==> src/etp_pkg.sv <==
// How it works
// - Conversion A period: 00 off, else 1-3 events
// - Conversion A pulse only while its enable is set
// - Conversion A flag never suppresses the pulse
// - Conversion A count clears when pulse issues
// - Readable 2-bit interrupt event count, 0 to 3
// - Interrupt count clears when interrupt fires
// - Disabled or flagged: count stops at period
// - Interrupt period: 00 off, force ignored
// - Interrupt pulse only while interrupt enabled
// - Set flag withholds interrupts until software clears
// - Saturated count keeps one interrupt pending
// - Writing period equal to count fires interrupt
// - Event during period write still counts
// - Readable 2-bit conversion A count, 0 to 3
// - Conversion A pulse sets its latched flag
// - Interrupt pulse sets its latched flag
package etp_pkg;
	// Width of the register bus byte address.
	localparam int ADDR_W = 8;
	// Width of the register bus data.
	localparam int DATA_W = 32;
	// Byte addresses of the registers.
	localparam logic [7:0] OFF_PRESCALE = 8'h00;
	localparam logic [7:0] OFF_CONTROL  = 8'h04;
	localparam logic [7:0] OFF_FLAG     = 8'h08;
	localparam logic [7:0] OFF_CLEAR    = 8'h0c;
	localparam logic [7:0] OFF_FORCE    = 8'h10;
	// Field positions inside the prescale register.
	localparam int IRQ_PRD_LSB   = 0;
	localparam int IRQ_CNT_LSB   = 2;
	localparam int CONVA_PRD_LSB = 8;
	localparam int CONVA_CNT_LSB = 10;
	// Bit positions inside the control register.
	localparam int CTRL_IRQ_EN_BIT   = 0;
	localparam int CTRL_CONVA_EN_BIT = 1;
	// Bit positions shared by the flag, clear and force registers.
	localparam int FLAG_IRQ_BIT   = 0;
	localparam int FLAG_CONVA_BIT = 2;
	// Two-bit period and count values.
	typedef logic [1:0] count2_t;
	localparam count2_t PERIOD_OFF  = 2'h0;
	localparam count2_t COUNT_RESET = 2'h0;
	localparam count2_t COUNT_MAX   = 2'h3;
	localparam count2_t PRD_RESET   = 2'h0;
	// Reset value of enable and flag bits.
	localparam logic BIT_RESET = 1'b0;
	// Bus response codes.
	localparam logic [1:0] RESP_OKAY   = 2'h0;
	localparam logic [1:0] RESP_SLVERR = 2'h2;
endpackage

==> src/axil_slave_port.sv <==
`timescale 1ns/10ps
// Bus slave handshake: takes address and data in either order, one write and one read at once.
module axil_slave_port
	import etp_pkg::*;
(
	input  wire logic              clk_in,       // System clock.
	input  wire logic              rst_in,       // Synchronous reset, active high.
	input  wire logic [ADDR_W-1:0] awaddr_in,    // Write address.
	input  wire logic              awvalid_in,   // Write address valid.
	output logic                   awready_out,  // Write address ready.
	input  wire logic [DATA_W-1:0] wdata_in,     // Write data.
	input  wire logic [3:0]        wstrb_in,     // Write byte strobes.
	input  wire logic              wvalid_in,    // Write data valid.
	output logic                   wready_out,   // Write data ready.
	output logic [1:0]             bresp_out,    // Write response.
	output logic                   bvalid_out,   // Write response valid.
	input  wire logic              bready_in,    // Write response ready.
	input  wire logic [ADDR_W-1:0] araddr_in,    // Read address.
	input  wire logic              arvalid_in,   // Read address valid.
	output logic                   arready_out,  // Read address ready.
	output logic [DATA_W-1:0]      rdata_out,    // Read data.
	output logic [1:0]             rresp_out,    // Read response.
	output logic                   rvalid_out,   // Read data valid.
	input  wire logic              rready_in,    // Read data ready.
	output logic                   wr_pulse_out, // One-cycle write strobe to the registers.
	output logic [ADDR_W-1:0]      wr_addr_out,  // Held write address.
	output logic [DATA_W-1:0]      wr_data_out,  // Held write data.
	output logic [3:0]             wr_strb_out,  // Held byte strobes.
	input  wire logic              wr_ok_in,     // The write address is mapped.
	output logic [ADDR_W-1:0]      rd_addr_out,  // Held read address.
	input  wire logic [DATA_W-1:0] rd_data_in,   // Read word for the held address.
	input  wire logic              rd_ok_in      // The read address is mapped.
);
	logic aw_held; // Write address taken and waiting.
	logic w_held;  // Write data taken and waiting.
	logic ar_held; // Read address taken and waiting.

	// Handshakes that complete in this cycle.
	wire aw_take  = awvalid_in && awready_out;
	wire w_take   = wvalid_in && wready_out;
	wire ar_take  = arvalid_in && arready_out;
	wire both_in  = aw_held && w_held && !bvalid_out && !wr_pulse_out;

	// Write side: capture each channel, then issue one strobe and the response.
	always_ff @(posedge clk_in)
	begin
		if (rst_in)
		begin
			aw_held      <= 1'b0;
			w_held       <= 1'b0;
			awready_out  <= 1'b0;
			wready_out   <= 1'b0;
			bvalid_out   <= 1'b0;
			bresp_out    <= RESP_OKAY;
			wr_pulse_out <= 1'b0;
			wr_addr_out  <= '0;
			wr_data_out  <= '0;
			wr_strb_out  <= 4'h0;
		end
		else
		begin
			// Ready is offered only while the channel has nothing held.
			awready_out  <= !aw_held && !aw_take;
			wready_out   <= !w_held && !w_take;
			wr_pulse_out <= both_in;
			if (aw_take)
			begin
				aw_held     <= 1'b1;
				wr_addr_out <= awaddr_in;
			end
			if (w_take)
			begin
				w_held      <= 1'b1;
				wr_data_out <= wdata_in;
				wr_strb_out <= wstrb_in;
			end
			// The strobe cycle also raises the response.
			if (wr_pulse_out)
			begin
				bvalid_out <= 1'b1;
				bresp_out  <= wr_ok_in ? RESP_OKAY : RESP_SLVERR;
			end
			else if (bvalid_out && bready_in)
			begin
				// Response taken: both channels may be offered again.
				bvalid_out  <= 1'b0;
				aw_held     <= 1'b0;
				w_held      <= 1'b0;
				awready_out <= 1'b1;
				wready_out  <= 1'b1;
			end
		end
	end

	// Read side: hold the address one cycle, then present the registered word.
	always_ff @(posedge clk_in)
	begin
		if (rst_in)
		begin
			ar_held     <= 1'b0;
			arready_out <= 1'b0;
			rvalid_out  <= 1'b0;
			rdata_out   <= '0;
			rresp_out   <= RESP_OKAY;
			rd_addr_out <= '0;
		end
		else
		begin
			arready_out <= !ar_held && !ar_take && !rvalid_out;
			if (ar_take)
			begin
				ar_held     <= 1'b1;
				rd_addr_out <= araddr_in;
			end
			else if (ar_held && !rvalid_out)
			begin
				// Unmapped reads answer zero with an error.
				rvalid_out <= 1'b1;
				rdata_out  <= rd_ok_in ? rd_data_in : '0;
				rresp_out  <= rd_ok_in ? RESP_OKAY : RESP_SLVERR;
			end
			else if (rvalid_out && rready_in)
			begin
				rvalid_out  <= 1'b0;
				ar_held     <= 1'b0;
				arready_out <= 1'b1;
			end
		end
	end
endmodule

==> src/event_trigger_prescaler.sv <==
`timescale 1ns/10ps
// Event prescaler: counts timer events and issues an interrupt pulse and a conversion A pulse.
module event_trigger_prescaler
	import etp_pkg::*;
(
	input  wire logic                       CLK_SYS_IN,            // System clock, 40 MHz.
	input  wire logic                       SYS_RST_IN,            // Synchronous reset, high.
	input  wire logic [etp_pkg::ADDR_W-1:0] S_AXI_AWADDR_IN,       // Write address.
	input  wire logic                       S_AXI_AWVALID_IN,      // Write address valid.
	output logic                            S_AXI_AWREADY_OUT,     // Write address ready.
	input  wire logic [etp_pkg::DATA_W-1:0] S_AXI_WDATA_IN,        // Write data.
	input  wire logic [3:0]                 S_AXI_WSTRB_IN,        // Write byte strobes.
	input  wire logic                       S_AXI_WVALID_IN,       // Write data valid.
	output logic                            S_AXI_WREADY_OUT,      // Write data ready.
	output logic [1:0]                      S_AXI_BRESP_OUT,       // Write response.
	output logic                            S_AXI_BVALID_OUT,      // Write response valid.
	input  wire logic                       S_AXI_BREADY_IN,       // Write response ready.
	input  wire logic [etp_pkg::ADDR_W-1:0] S_AXI_ARADDR_IN,       // Read address.
	input  wire logic                       S_AXI_ARVALID_IN,      // Read address valid.
	output logic                            S_AXI_ARREADY_OUT,     // Read address ready.
	output logic [etp_pkg::DATA_W-1:0]      S_AXI_RDATA_OUT,       // Read data.
	output logic [1:0]                      S_AXI_RRESP_OUT,       // Read response.
	output logic                            S_AXI_RVALID_OUT,      // Read data valid.
	input  wire logic                       S_AXI_RREADY_IN,       // Read data ready.
	input  wire logic                       IRQ_EVENT_IN,          // Selected interrupt event.
	input  wire logic                       CONVA_EVENT_IN,        // Selected conversion A event.
	output logic                            PWM_IRQ_PULSE_OUT,     // Interrupt pulse.
	output logic                            CONVSTART_A_PULSE_OUT  // Conversion A start pulse.
);
	count2_t irq_period;    // Programmed interrupt period select.
	count2_t irq_count;     // Interrupt event count.
	count2_t conva_period;  // Programmed conversion A period select.
	count2_t conva_count;   // Conversion A event count.
	logic    irq_enable;    // Interrupt enable.
	logic    conva_enable;  // Conversion A enable.
	logic    irq_flag;      // Latched interrupt flag.
	logic    conva_flag;    // Latched conversion A flag.

	logic                wr_pulse; // One-cycle register write strobe.
	logic [ADDR_W-1:0]   wr_addr;  // Address of the write.
	logic [DATA_W-1:0]   wr_data;  // Data of the write.
	logic [3:0]          wr_strb;  // Byte strobes of the write.
	logic [ADDR_W-1:0]   rd_addr;  // Address of the pending read.
	logic [DATA_W-1:0]   rd_word;  // Word for the pending read.
	logic                wr_mapped; // The write address hits a register.
	logic                rd_mapped; // The read address hits a register.

	// The bus slave owns all handshakes; this module only sees strobes.
	axil_slave_port u_port (
		.clk_in       (CLK_SYS_IN),
		.rst_in       (SYS_RST_IN),
		.awaddr_in    (S_AXI_AWADDR_IN),
		.awvalid_in   (S_AXI_AWVALID_IN),
		.awready_out  (S_AXI_AWREADY_OUT),
		.wdata_in     (S_AXI_WDATA_IN),
		.wstrb_in     (S_AXI_WSTRB_IN),
		.wvalid_in    (S_AXI_WVALID_IN),
		.wready_out   (S_AXI_WREADY_OUT),
		.bresp_out    (S_AXI_BRESP_OUT),
		.bvalid_out   (S_AXI_BVALID_OUT),
		.bready_in    (S_AXI_BREADY_IN),
		.araddr_in    (S_AXI_ARADDR_IN),
		.arvalid_in   (S_AXI_ARVALID_IN),
		.arready_out  (S_AXI_ARREADY_OUT),
		.rdata_out    (S_AXI_RDATA_OUT),
		.rresp_out    (S_AXI_RRESP_OUT),
		.rvalid_out   (S_AXI_RVALID_OUT),
		.rready_in    (S_AXI_RREADY_IN),
		.wr_pulse_out (wr_pulse),
		.wr_addr_out  (wr_addr),
		.wr_data_out  (wr_data),
		.wr_strb_out  (wr_strb),
		.wr_ok_in     (wr_mapped),
		.rd_addr_out  (rd_addr),
		.rd_data_in   (rd_word),
		.rd_ok_in     (rd_mapped)
	);

	// Word index of each access; the low two address bits are ignored.
	wire [5:0] wr_index = wr_addr[7:2];
	wire [5:0] rd_index = rd_addr[7:2];

	// Register selects on the write side.
	wire hit_prescale = (wr_index == OFF_PRESCALE[7:2]);
	wire hit_control  = (wr_index == OFF_CONTROL[7:2]);
	wire hit_flag     = (wr_index == OFF_FLAG[7:2]);
	wire hit_clear    = (wr_index == OFF_CLEAR[7:2]);
	wire hit_force    = (wr_index == OFF_FORCE[7:2]);
	assign wr_mapped  = hit_prescale || hit_control || hit_flag || hit_clear || hit_force;

	// Byte-lane qualified write strobes.
	wire wr_low_byte  = wr_pulse && wr_strb[0];
	wire wr_high_byte = wr_pulse && wr_strb[1];
	wire irq_prd_wr   = wr_low_byte && hit_prescale;
	wire conva_prd_wr = wr_high_byte && hit_prescale;
	wire ctrl_wr      = wr_low_byte && hit_control;

	// Write-one-to-clear and force requests; writing zero does nothing.
	wire clr_irq      = wr_low_byte && hit_clear && wr_data[FLAG_IRQ_BIT];
	wire clr_conva    = wr_low_byte && hit_clear && wr_data[FLAG_CONVA_BIT];
	wire frc_irq      = wr_low_byte && hit_force && wr_data[FLAG_IRQ_BIT];

	// Next values of the programmed fields.
	wire count2_t next_irq_period   = irq_prd_wr ? wr_data[IRQ_PRD_LSB+:2] : irq_period;
	wire count2_t next_conva_period = conva_prd_wr ? wr_data[CONVA_PRD_LSB+:2] : conva_period;
	wire next_irq_enable   = ctrl_wr ? wr_data[CTRL_IRQ_EN_BIT] : irq_enable;
	wire next_conva_enable = ctrl_wr ? wr_data[CTRL_CONVA_EN_BIT] : conva_enable;

	// Interrupt path. A period of zero turns the counter and force off.
	wire irq_counting = (irq_period != PERIOD_OFF);
	// Interrupts are blocked while disabled or while the flag is still set.
	wire irq_blocked  = !irq_enable || irq_flag;
	// Count has met the period; this also fires right after a period write equal to it.
	wire irq_reached  = (irq_count == irq_period);
	// Fire on reaching the period, or on a force request, only when not blocked.
	wire irq_fire     = irq_counting && !irq_blocked && (irq_reached || frc_irq);
	// A blocked counter parks at the period, which keeps one interrupt pending.
	wire irq_hold     = irq_blocked && irq_reached;
	// An event counts even in the cycle of a period write, whatever the new value.
	wire irq_step     = IRQ_EVENT_IN && (irq_counting || irq_prd_wr) && !irq_hold
		&& (irq_count != COUNT_MAX);

	// Next interrupt count: cleared by the interrupt, else stepped by an event.
	wire count2_t next_irq_count = irq_fire ? COUNT_RESET
		: count2_t'(irq_count + {1'b0, irq_step});

	// Interrupt flag: set by the interrupt, cleared by software; the set wins.
	wire next_irq_flag = irq_fire || (irq_flag && !clr_irq);

	// Conversion A path. A period of zero turns the counter off.
	wire conva_counting = (conva_period != PERIOD_OFF);
	wire conva_reached  = (conva_count == conva_period);
	// The flag plays no part here: an old flag never stops the pulse.
	wire conva_fire     = conva_counting && conva_enable && conva_reached;
	// While disabled the counter parks at the period instead of wrapping.
	wire conva_hold     = !conva_enable && conva_reached;
	wire conva_step     = CONVA_EVENT_IN && conva_counting && !conva_hold
		&& (conva_count != COUNT_MAX);

	// Next conversion A count: cleared together with the pulse.
	wire count2_t next_conva_count = conva_fire ? COUNT_RESET
		: count2_t'(conva_count + {1'b0, conva_step});

	// Conversion A flag: set by the pulse, cleared by software; the set wins.
	wire next_conva_flag = conva_fire || (conva_flag && !clr_conva);

	// Read selects and the read word, narrow fields in the low bits.
	wire rd_prescale = (rd_index == OFF_PRESCALE[7:2]);
	wire rd_control  = (rd_index == OFF_CONTROL[7:2]);
	wire rd_flag     = (rd_index == OFF_FLAG[7:2]);
	wire rd_clear    = (rd_index == OFF_CLEAR[7:2]);
	wire rd_force    = (rd_index == OFF_FORCE[7:2]);
	assign rd_mapped = rd_prescale || rd_control || rd_flag || rd_clear || rd_force;

	// Prescale word with both counts visible to software.
	wire [DATA_W-1:0] prescale_word = {20'h00000, conva_count, conva_period,
		4'h0, irq_count, irq_period};
	wire [DATA_W-1:0] control_word  = {30'h0, conva_enable, irq_enable};
	wire [DATA_W-1:0] flag_word     = {29'h0, conva_flag, 1'b0, irq_flag};

	// Clear and force registers always read as zero.
	assign rd_word = rd_prescale ? prescale_word
		: rd_control ? control_word
		: rd_flag ? flag_word
		: '0;

	// Programmed fields and enables.
	always_ff @(posedge CLK_SYS_IN)
	begin
		if (SYS_RST_IN)
		begin
			irq_period   <= PRD_RESET;
			conva_period <= PRD_RESET;
			irq_enable   <= BIT_RESET;
			conva_enable <= BIT_RESET;
		end
		else
		begin
			irq_period   <= next_irq_period;
			conva_period <= next_conva_period;
			irq_enable   <= next_irq_enable;
			conva_enable <= next_conva_enable;
		end
	end

	// Event counters and latched flags.
	always_ff @(posedge CLK_SYS_IN)
	begin
		if (SYS_RST_IN)
		begin
			irq_count   <= COUNT_RESET;
			conva_count <= COUNT_RESET;
			irq_flag    <= BIT_RESET;
			conva_flag  <= BIT_RESET;
		end
		else
		begin
			irq_count   <= next_irq_count;
			conva_count <= next_conva_count;
			irq_flag    <= next_irq_flag;
			conva_flag  <= next_conva_flag;
		end
	end

	// Output pulses. Each firing lasts one cycle because the count clears with it.
	always_ff @(posedge CLK_SYS_IN)
	begin
		if (SYS_RST_IN)
		begin
			PWM_IRQ_PULSE_OUT     <= 1'b0;
			CONVSTART_A_PULSE_OUT <= 1'b0;
		end
		else
		begin
			PWM_IRQ_PULSE_OUT     <= irq_fire;
			CONVSTART_A_PULSE_OUT <= conva_fire;
		end
	end
endmodule

==> config.mk <==
export PLATFORM = sky130hd
export DESIGN_NAME = event_trigger_prescaler
export DESIGN_NICKNAME = d
export VERILOG_FILES = /design/src/etp_pkg.sv /design/src/axil_slave_port.sv /design/src/event_trigger_prescaler.sv
export SDC_FILE = /design/constraint.sdc
export NUM_CORES = 1
export LEC_CHECK = 0
export BUFFER_PORTS_ARGS = -buffer_cell sky130_fd_sc_hd__buf_2
export CORE_MARGIN = 2
export CORE_UTILIZATION = 50
export CTS_CLUSTER_SIZE = 24
export DETAILED_ROUTE_END_ITERATION = 10
export HOLD_SLACK_MARGIN = 0.12
export PLACE_DENSITY = 0.75
export SETUP_SLACK_MARGIN = 0.05
export SKIP_LAST_GASP = 1
export SYNTH_ARGS = -nofsm -noshare
export SYNTH_HDL_FRONTEND = slang
export SYNTH_HIERARCHICAL = 1
export SYNTH_SLANG_ARGS = --single-unit
==> constraint.sdc <==
create_clock -name CLK_SYS_IN -period 2.55 [get_ports CLK_SYS_IN]
set_clock_uncertainty 0.15 [all_clocks]
set_input_delay 0.765 -clock CLK_SYS_IN [delete_from_list [all_inputs] [get_ports CLK_SYS_IN]]
set_output_delay 0.765 -clock CLK_SYS_IN [all_outputs]
set_load 0.03 [all_outputs]
## Word-level counts from Yosys, hierarchy flattened

Cells that the tools add are included.

| operators by class | value |
|---|---|
| add/sub/neg operators | 2 |
| eq/ne operators | 13 |
| multiplexer cells | 25 |
| bitwise operators | 1 |
| reduce and logical (&&, ||, !) cells | 78 |

Operator list:

| operator | number |
|---|---|
| $logic_and A1 B1 Y1 | 37 |
| $eq A6 B2 Y1 const B | 4 |
| $mux W12 | 2 |
| $mux W1 | 19 |
| $logic_not A1 Y1 | 16 |
| $logic_or A1 B1 Y1 | 13 |
| $eq A6 B1 Y1 const B | 2 |
| $eq A6 B3 Y1 const B | 2 |
| $logic_not A6 Y1 | 2 |
| $reduce_bool A2 Y1 | 5 |
| $mux W3 | 2 |
| $reduce_and A2 Y1 | 3 |
| $add A2 B1 Y2 | 2 |
| $eq A2 B2 Y1 | 2 |
| $mux W2 | 2 |
| $ne A2 B2 Y1 const B | 2 |
| $reduce_or A2 Y1 | 2 |
| $ne A2 B1 Y1 const B | 1 |
| $not A1 Y1 | 1 |

| word-level totals | value |
|---|---|
| register bits | 87 |
| input bits | 61 |
| output and inout bits | 43 |

## Logic depth before layout (Yosys ltp)

Gate-level depths: netlist of run 1.

| logic depth | value |
|---|---|
| depth in word-level cells | 7 |
| depth in mapped cells | 7 |

## Cells and area by module

Netlist of run 1, hierarchy kept.

By module, submodules not included:

| module | instances | cells each | area an instance (µm²) |
|---|---|---|---|
| axil_slave_port | 1 | 422 | 3589.7 |
| event_trigger_prescaler | 1 | 94 | 824.5 |

## Least setup slack after synthesis of run 1

Ideal clock, no wire load.

| path | value |
|---|---|
| path type | register to register |
| start point | register u_port.wr_addr_out[4] |
| end point | register irq_count[0] |
| setup time | 115 ps |
| data arrival time | 1459 ps |
| data required time | 2285 ps |
| slack | 826 ps |
| cell stages (with the launch flop) | 6 |
| path buffers | 0 |
| clock period less this slack | 1724 ps |
| cells stage by stage | dfxtp_1 > nor4_4 > nand3_1 > a221oi_1 > ha_1 > nor3b_1 |

| between the ends | value |
|---|---|
| word-level cells in the longest chain between the ends | 7 |
| elaborated cells between the ends (all ways) | 13 |
| classes of those cells | add/sub: 1; eq/ne: 1; reduce/logical: 11 |

Ends and longest elaborated chain:

| what | RTL line | RTL |
|---|---|---|
| start, declared | axil_slave_port.sv:26 | `output logic [ADDR_W-1:0] wr_addr_out,` |
| start signal, assigned | axil_slave_port.sv:69 | `wr_addr_out <= awaddr_in;` |
| $logic_not A6 Y1 | event_trigger_prescaler.sv:84 | `wire hit_prescale = (wr_index == OFF_PRESCALE[7:2]);` |
| $logic_and A1 B1 Y1 | event_trigger_prescaler.sv:94 | `wire irq_prd_wr = wr_low_byte && hit_prescale;` |
| $logic_or A1 B1 Y1 | event_trigger_prescaler.sv:120 | `wire irq_step = IRQ_EVENT_IN && (irq_counting \|\| irq_prd_wr) && !irq_hold` |
| $logic_and A1 B1 Y1 (2 in a row) | event_trigger_prescaler.sv:120 |  |
| $logic_and A1 B1 Y1 | event_trigger_prescaler.sv:121 | `&& (irq_count != COUNT_MAX);` |
| $add A2 B1 Y2 | event_trigger_prescaler.sv:125 | `: count2_t'(irq_count + {1'b0, irq_step});` |
| end signal, assigned | event_trigger_prescaler.sv:198 | `irq_count <= next_irq_count;` |
| end, declared | event_trigger_prescaler.sv:31 | `count2_t irq_count;` |

Several ways; a longest one is shown, not always the timed one.
A chain may end at the register's enable or synchronous reset.

## Final worst setup path of run 1

| path | value |
|---|---|
| start point | input S_AXI_ARVALID_IN |
| end point | register u_port.rdata_out[9] |

| between the ends | value |
|---|---|
| word-level cells in the longest chain between the ends | 3 |

Ends and longest elaborated chain:

| what | RTL line | RTL |
|---|---|---|
| start, declared | event_trigger_prescaler.sv:19 | `input wire logic S_AXI_ARVALID_IN,` |
| $logic_and A1 B1 Y1 | axil_slave_port.sv:41 | `wire ar_take = arvalid_in && arready_out;` |
| $not A1 Y1 (no line) | n/a |  |
| $reduce_and A2 Y1 (no line) | n/a |  |
| end signal, assigned | axil_slave_port.sv:119 | `rdata_out <= rd_ok_in ? rd_data_in : '0;` |
| end, declared | axil_slave_port.sv:21 | `output logic [DATA_W-1:0] rdata_out,` |

No other way between the ends.

==> results of run 1 <==
routing by layer:
metal / vias up / track usage (%) / part of all wire [%]
met4: 0 / 9.52 / 1.4
met3: 9 / 3.60 / 4.4
li1: 1450 / - / -
met1: 1311 / 25.2 / 47
met5: - / 0 / 0
met2: 63 / 31.4 / 47
worst min-delay path by stage:
| stage | startpoint | end | slack [ps] | cells past startpoint |
|---|---|---|---|---|
| after global placement | u_port/w_held | u_port/wr_pulse_out | 270 | 2 |
| after CTS | u_port/w_held | u_port/wr_pulse_out | 300 | 2 |
| after detailed placement | u_port/w_held | u_port/wr_pulse_out | 290 | 2 |
| final | u_port/w_held | u_port/wr_pulse_out | 290 | 2 |
| after floorplan | u_port/w_held | u_port/wr_pulse_out | 260 | 2 |
| after global routing | u_port/aw_held | u_port/wr_pulse_out | 320 | 2 |
registers in the layout, summed over array words and instances, names as in the netlist, 2 cells and up:
register and count:
conva_count 2, u_port/rdata_out 32, u_port/wr_data_out 5, u_port/wr_strb_out 2, conva_period 2, u_port/wr_addr_out 6, irq_period 2, u_port/rd_addr_out 6
irq_count 2
tightest hold or removal path: stages (launching register included):
cell     delay, ps
dfxtp_1        310
nand2_1         50
nor4_1          40
metrics by stage:
stage / area (um^2) / setup slack [ps]
2_1_floorplan: 3400 / 826
3_3_place_gp: 3590 / 116
3_5_place_dp: 3590 / 53.0
4_1_cts: 3800 / 361
5_1_grt: 3800 / 208
6_report: 3800 / 335
final cells by class:
type	instances	area, um^2
multi-input combinational	282	1560
timing repair buffer	73	390
tap	77	96.3
inverter	6	22.5
sequential	76	1520
clock buffer	9	124
clock inverter	6	80.1
fill	577	2590
where the power goes:
part | switching, mW | internal, mW
registers | 0.0348 | 1.23
clock network | 0.412 | 0.538
logic | 0.217 | 0.0988
==> qor.yml, run 1 <==
outcome: "finished, final reports clean"
drt_pass1_iterations: 4
grt_pass1_vias: 2564
io_pins: 104
initial_core_util_pct: 51.9
fin_cells: 529
crit_fanout: 41
max_freq_ghz: 0.451
clock_path_buffers: 2
grt_max_degree: 78
die_w_um: 85.4
grt_use_total_pct: 19.5
postCtsHoldBufs: 0
drtAntennaViolNets: 0
h-tree-depth: 3
avgRoutedWirePerCell_um: 13.0
synth_area_per_cell_um2: 8.75
post_cts_resized: 0
critical_path_class: "in2reg"
cp_cell_sequence: "buf_2, and2_1, o21ai_0, a21oi_1"
whs_ps: 294
placementRows: 29
dp_hpwl_um: 4530
cp.depth: 4
synthesis.area_um2: 3310
drive_gt1_share_pct: 21.0
crit_arrival_ps: 2340
num_vias: 2833
nNetsFinal: 511
cts.sinks: 76
yosysWarnings: 6
final_cell_mix: "76 x dfxtp_1, 68 x buf_2, 58 x a21oi_1, 41 x nand2_1, 33 x nand4_1"
p_total_mw: 2.53
rsz0062_at_grt: "false"
cts_buffers: 9
slowest_stage: "and2_1"
drt_wl_total_um: 6880
layout_commonest_cell: "dfxtp_1"
overflow: 0
worst_slew_pin_slew_ps: 1330
setup_viol: 0
core_um2: 6390
place_congestion: 0.789
drv_slew: 0
r2r_end: "u_port/rdata_out[9]"
critPathLaunch: "S_AXI_ARVALID_IN"
vias_per_cell: 5.36
cp_top_family: "simple AND/OR/NAND/NOR gates"
hold_violations: 0
endpoint: "u_port/rdata_out[9]"
worstPathRequired_ps: 2680
max_slew_margin_pct: 11.4
dp_cells: 514
leakagePower_nw: 1.60
insertion_delay_ps: 340
die_h_um: 85.4
cts_setup_buffers: 0
pwr_density_cell_nw_per_um2: 667
antenna_found_initial: 0
cp-start-kind: "input pin"
die_area_um2: 7300
synthCells: 379
tns_ps: 0
rrSetupSlack_ps: 490
reg2reg_depth: 3
num_antenna_cells: 0
cts.root.buffer_cell: "clkbuf_8"
r2r-start: "u_port/arready_out"
cap_violations: 0
clk_pin_slew_ps: 80
drtIter0Drc: 122
post-route-util_pct: 59.5
portBuffers: 68
min_period_ps: 2220
drc_errors: 0
finalCritPeriodShare_pct: 86.9
area_growth_syn_to_layout_pct: 14.6
max_stage_delay_ps: 1010
min_path_type: "reg2reg"
irDropWorstVdd_mv: 0.406
cts_tree: "yes"
worst-path-buf-inv: 1
grt_pass1_wl_um: 11400
cp-end-kind: "flip-flop"
Note: power is estimated with default switching activity, not from simulation.
==> inputs of run 2 (changes only) <==
--- a/config.mk
+++ b/config.mk
@@ -5,13 +5,14 @@
 export SDC_FILE = /design/constraint.sdc
 export NUM_CORES = 1
 export LEC_CHECK = 0
+export ABC_AREA = 1
 export BUFFER_PORTS_ARGS = -buffer_cell sky130_fd_sc_hd__buf_2
 export CORE_MARGIN = 2
-export CORE_UTILIZATION = 50
+export CORE_UTILIZATION = 55
 export CTS_CLUSTER_SIZE = 24
 export DETAILED_ROUTE_END_ITERATION = 10
 export HOLD_SLACK_MARGIN = 0.12
-export PLACE_DENSITY = 0.75
+export PLACE_DENSITY = 0.81
 export SETUP_SLACK_MARGIN = 0.05
 export SKIP_LAST_GASP = 1
 export SYNTH_ARGS = -nofsm -noshare
==> qor.yml, run 2 <==
setup_viol: 0  # unchanged
tns_ps: 0  # unchanged
synthCells: 498  # +31%
vias_per_cell: 4.77  # -11%
grt_use_total_pct: 23.1  # +3.6 points
insertion_delay_ps: 340  # about the same
placementRows: 28  # -3.4%
cts.root.buffer_cell: "clkbuf_8"
drive_gt1_share_pct: 17.0  # -4.0 points
core_um2: 5960  # -6.7%
cp-start-kind: "flip-flop"
synthesis.area_um2: 3400  # +2.7%
post-route-util_pct: 66.7  # +7.2 points
postCtsHoldBufs: 0  # unchanged
worst_slew_pin_slew_ps: 694  # -635 ps
avgRoutedWirePerCell_um: 10.8  # -17%
drtAntennaViolNets: 0  # unchanged
synth_area_per_cell_um2: 6.83  # -22%
drc_errors: 0  # unchanged
antenna_found_initial: 0  # unchanged
outcome: "finished, final reports clean"
slowest_stage: "dfxtp_1"
regMostFlops: "u_port/rdata_out"
dp_hpwl_um: 5170  # +14%
p_total_mw: 2.61  # +2.9%
cap_violations: 0  # unchanged
yosysWarnings: 6  # unchanged
cp_top_family: "flip-flops"
clock_path_buffers: 2  # unchanged
die_h_um: 82.7  # -3.2%
worst-path-buf-inv: 1  # unchanged
num_vias: 3136  # +11%
final_cell_area_um2: 3970  # +4.5%
crit_fanout: 5  # -88%
cts_tree: "yes"
cp-end-kind: "primary output"
cts_buffers: 9  # unchanged
drtIter0Drc: 136  # +11%
reg.largest.list: "u_port/rdata_out (32), u_port/rd_addr_out (6), u_port/wr_addr_out (6)"
cp_cell_sequence: "buf_2"
rsz0062_at_grt: "false"
max_slew_margin_pct: 53.7  # +42 points
grt_pass1_wl_um: 12300  # +8.0%
grt_pass1_vias: 2924  # +14%
drt_wl_total_um: 7070  # +2.7%
post_cts_resized: 0  # unchanged
h-tree-depth: 3  # unchanged
finalCritPeriodShare_pct: 77.1  # -9.8 points
portBuffers: 68  # unchanged
final_cell_mix: "136 x nor2_1, 101 x nand2_1, 76 x dfxtp_1, 68 x buf_2, 42 x nand3_1"
cts_setup_buffers: 0  # unchanged
worstPathRequired_ps: 1640  # -1040 ps
largest_reg_flops: 32  # unchanged
max_stage_delay_ps: 460  # -550 ps
nNetsFinal: 640  # +25%
leakagePower_nw: 1.97  # +23%
place_congestion: 0.844  # +7.1%
multi_input_area_um2: 1660  # +6.4%
pwr_density_cell_nw_per_um2: 656  # -1.6%
drt_pass1_iterations: 4  # unchanged
critical_path_class: "reg2out"
min_period_ps: 1970  # -249 ps
hold_violations: 0  # unchanged
dpl_cell_area_um2: 3810  # +5.9%
cts.sinks: 76  # unchanged
initial_core_util_pct: 57.1  # +5.2 points
area_growth_syn_to_layout_pct: 16.7
max_freq_ghz: 0.509  # +13%
fill_cells: 561  # -2.8%
grt_max_degree: 29  # -63%
clk_pin_slew_ps: 70  # about the same
io_pins: 104  # unchanged
drv_slew: 0  # unchanged
min_path_type: "reg2reg"
irDropWorstVdd_mv: 0.409  # +0.83%
register_area_um2: 1520  # unchanged
die_w_um: 82.7  # -3.2%
overflow: 0  # unchanged
crit_arrival_ps: 1050  # -1290 ps
die_area_um2: 6830  # -6.3%
num_antenna_cells: 0  # unchanged
layout_commonest_cell: "nor2_1"
==> run 2: area by class of cell <==
type | count | area share, %
clock buffer | 14 | 3.84
clock inverter | 2 | 0.252
inverter | 42 | 3.97
multi-input combinational | 376 | 41.9
sequential | 76 | 38.3
tap | 75 | 2.36
timing repair buffer | 72 | 9.33
==> run 2: worst paths after layout <==
check / start / end / slack, ps / depth (start not counted)
max: u_port/rvalid_out / S_AXI_RVALID_OUT / 580 / 1
min: u_port/aw_held / u_port/wr_pulse_out / 310 / 2
min reg2reg: u_port/aw_held / u_port/wr_pulse_out / 310 / 2
max reg2reg: u_port/rd_addr_out[2] / u_port/rdata_out[0] / 660 / 7
==> run 2: through the flow <==
step           instances  setup WS [ps]  hold WS, ps
5_1_grt              657            362          350
4_1_cts              657            579          309
3_3_place_gp         641            564          289
2_1_floorplan        522            869          271
3_5_place_dp         641            496          294
6_report             657            584          307
==> run 2: metal layers <==
layer / wire [um] / vias up / track usage [%]
li1: - / 1676 / -
met1: 3310 / 1382 / 28.4
met2: 3380 / 75 / 39.7
met3: 332 / 3 / 4.89
met4: 41 / 0 / 8.36
met5: 0 / - / 0
==> run 2: report_power, final <==
group	switching, mW	internal (mW)	total (mW)
Clock	0.406	0.379	0.785
Sequential	0.0471	1.26	1.31
Combinational	0.356	0.154	0.510
Total	0.810	1.80	2.61
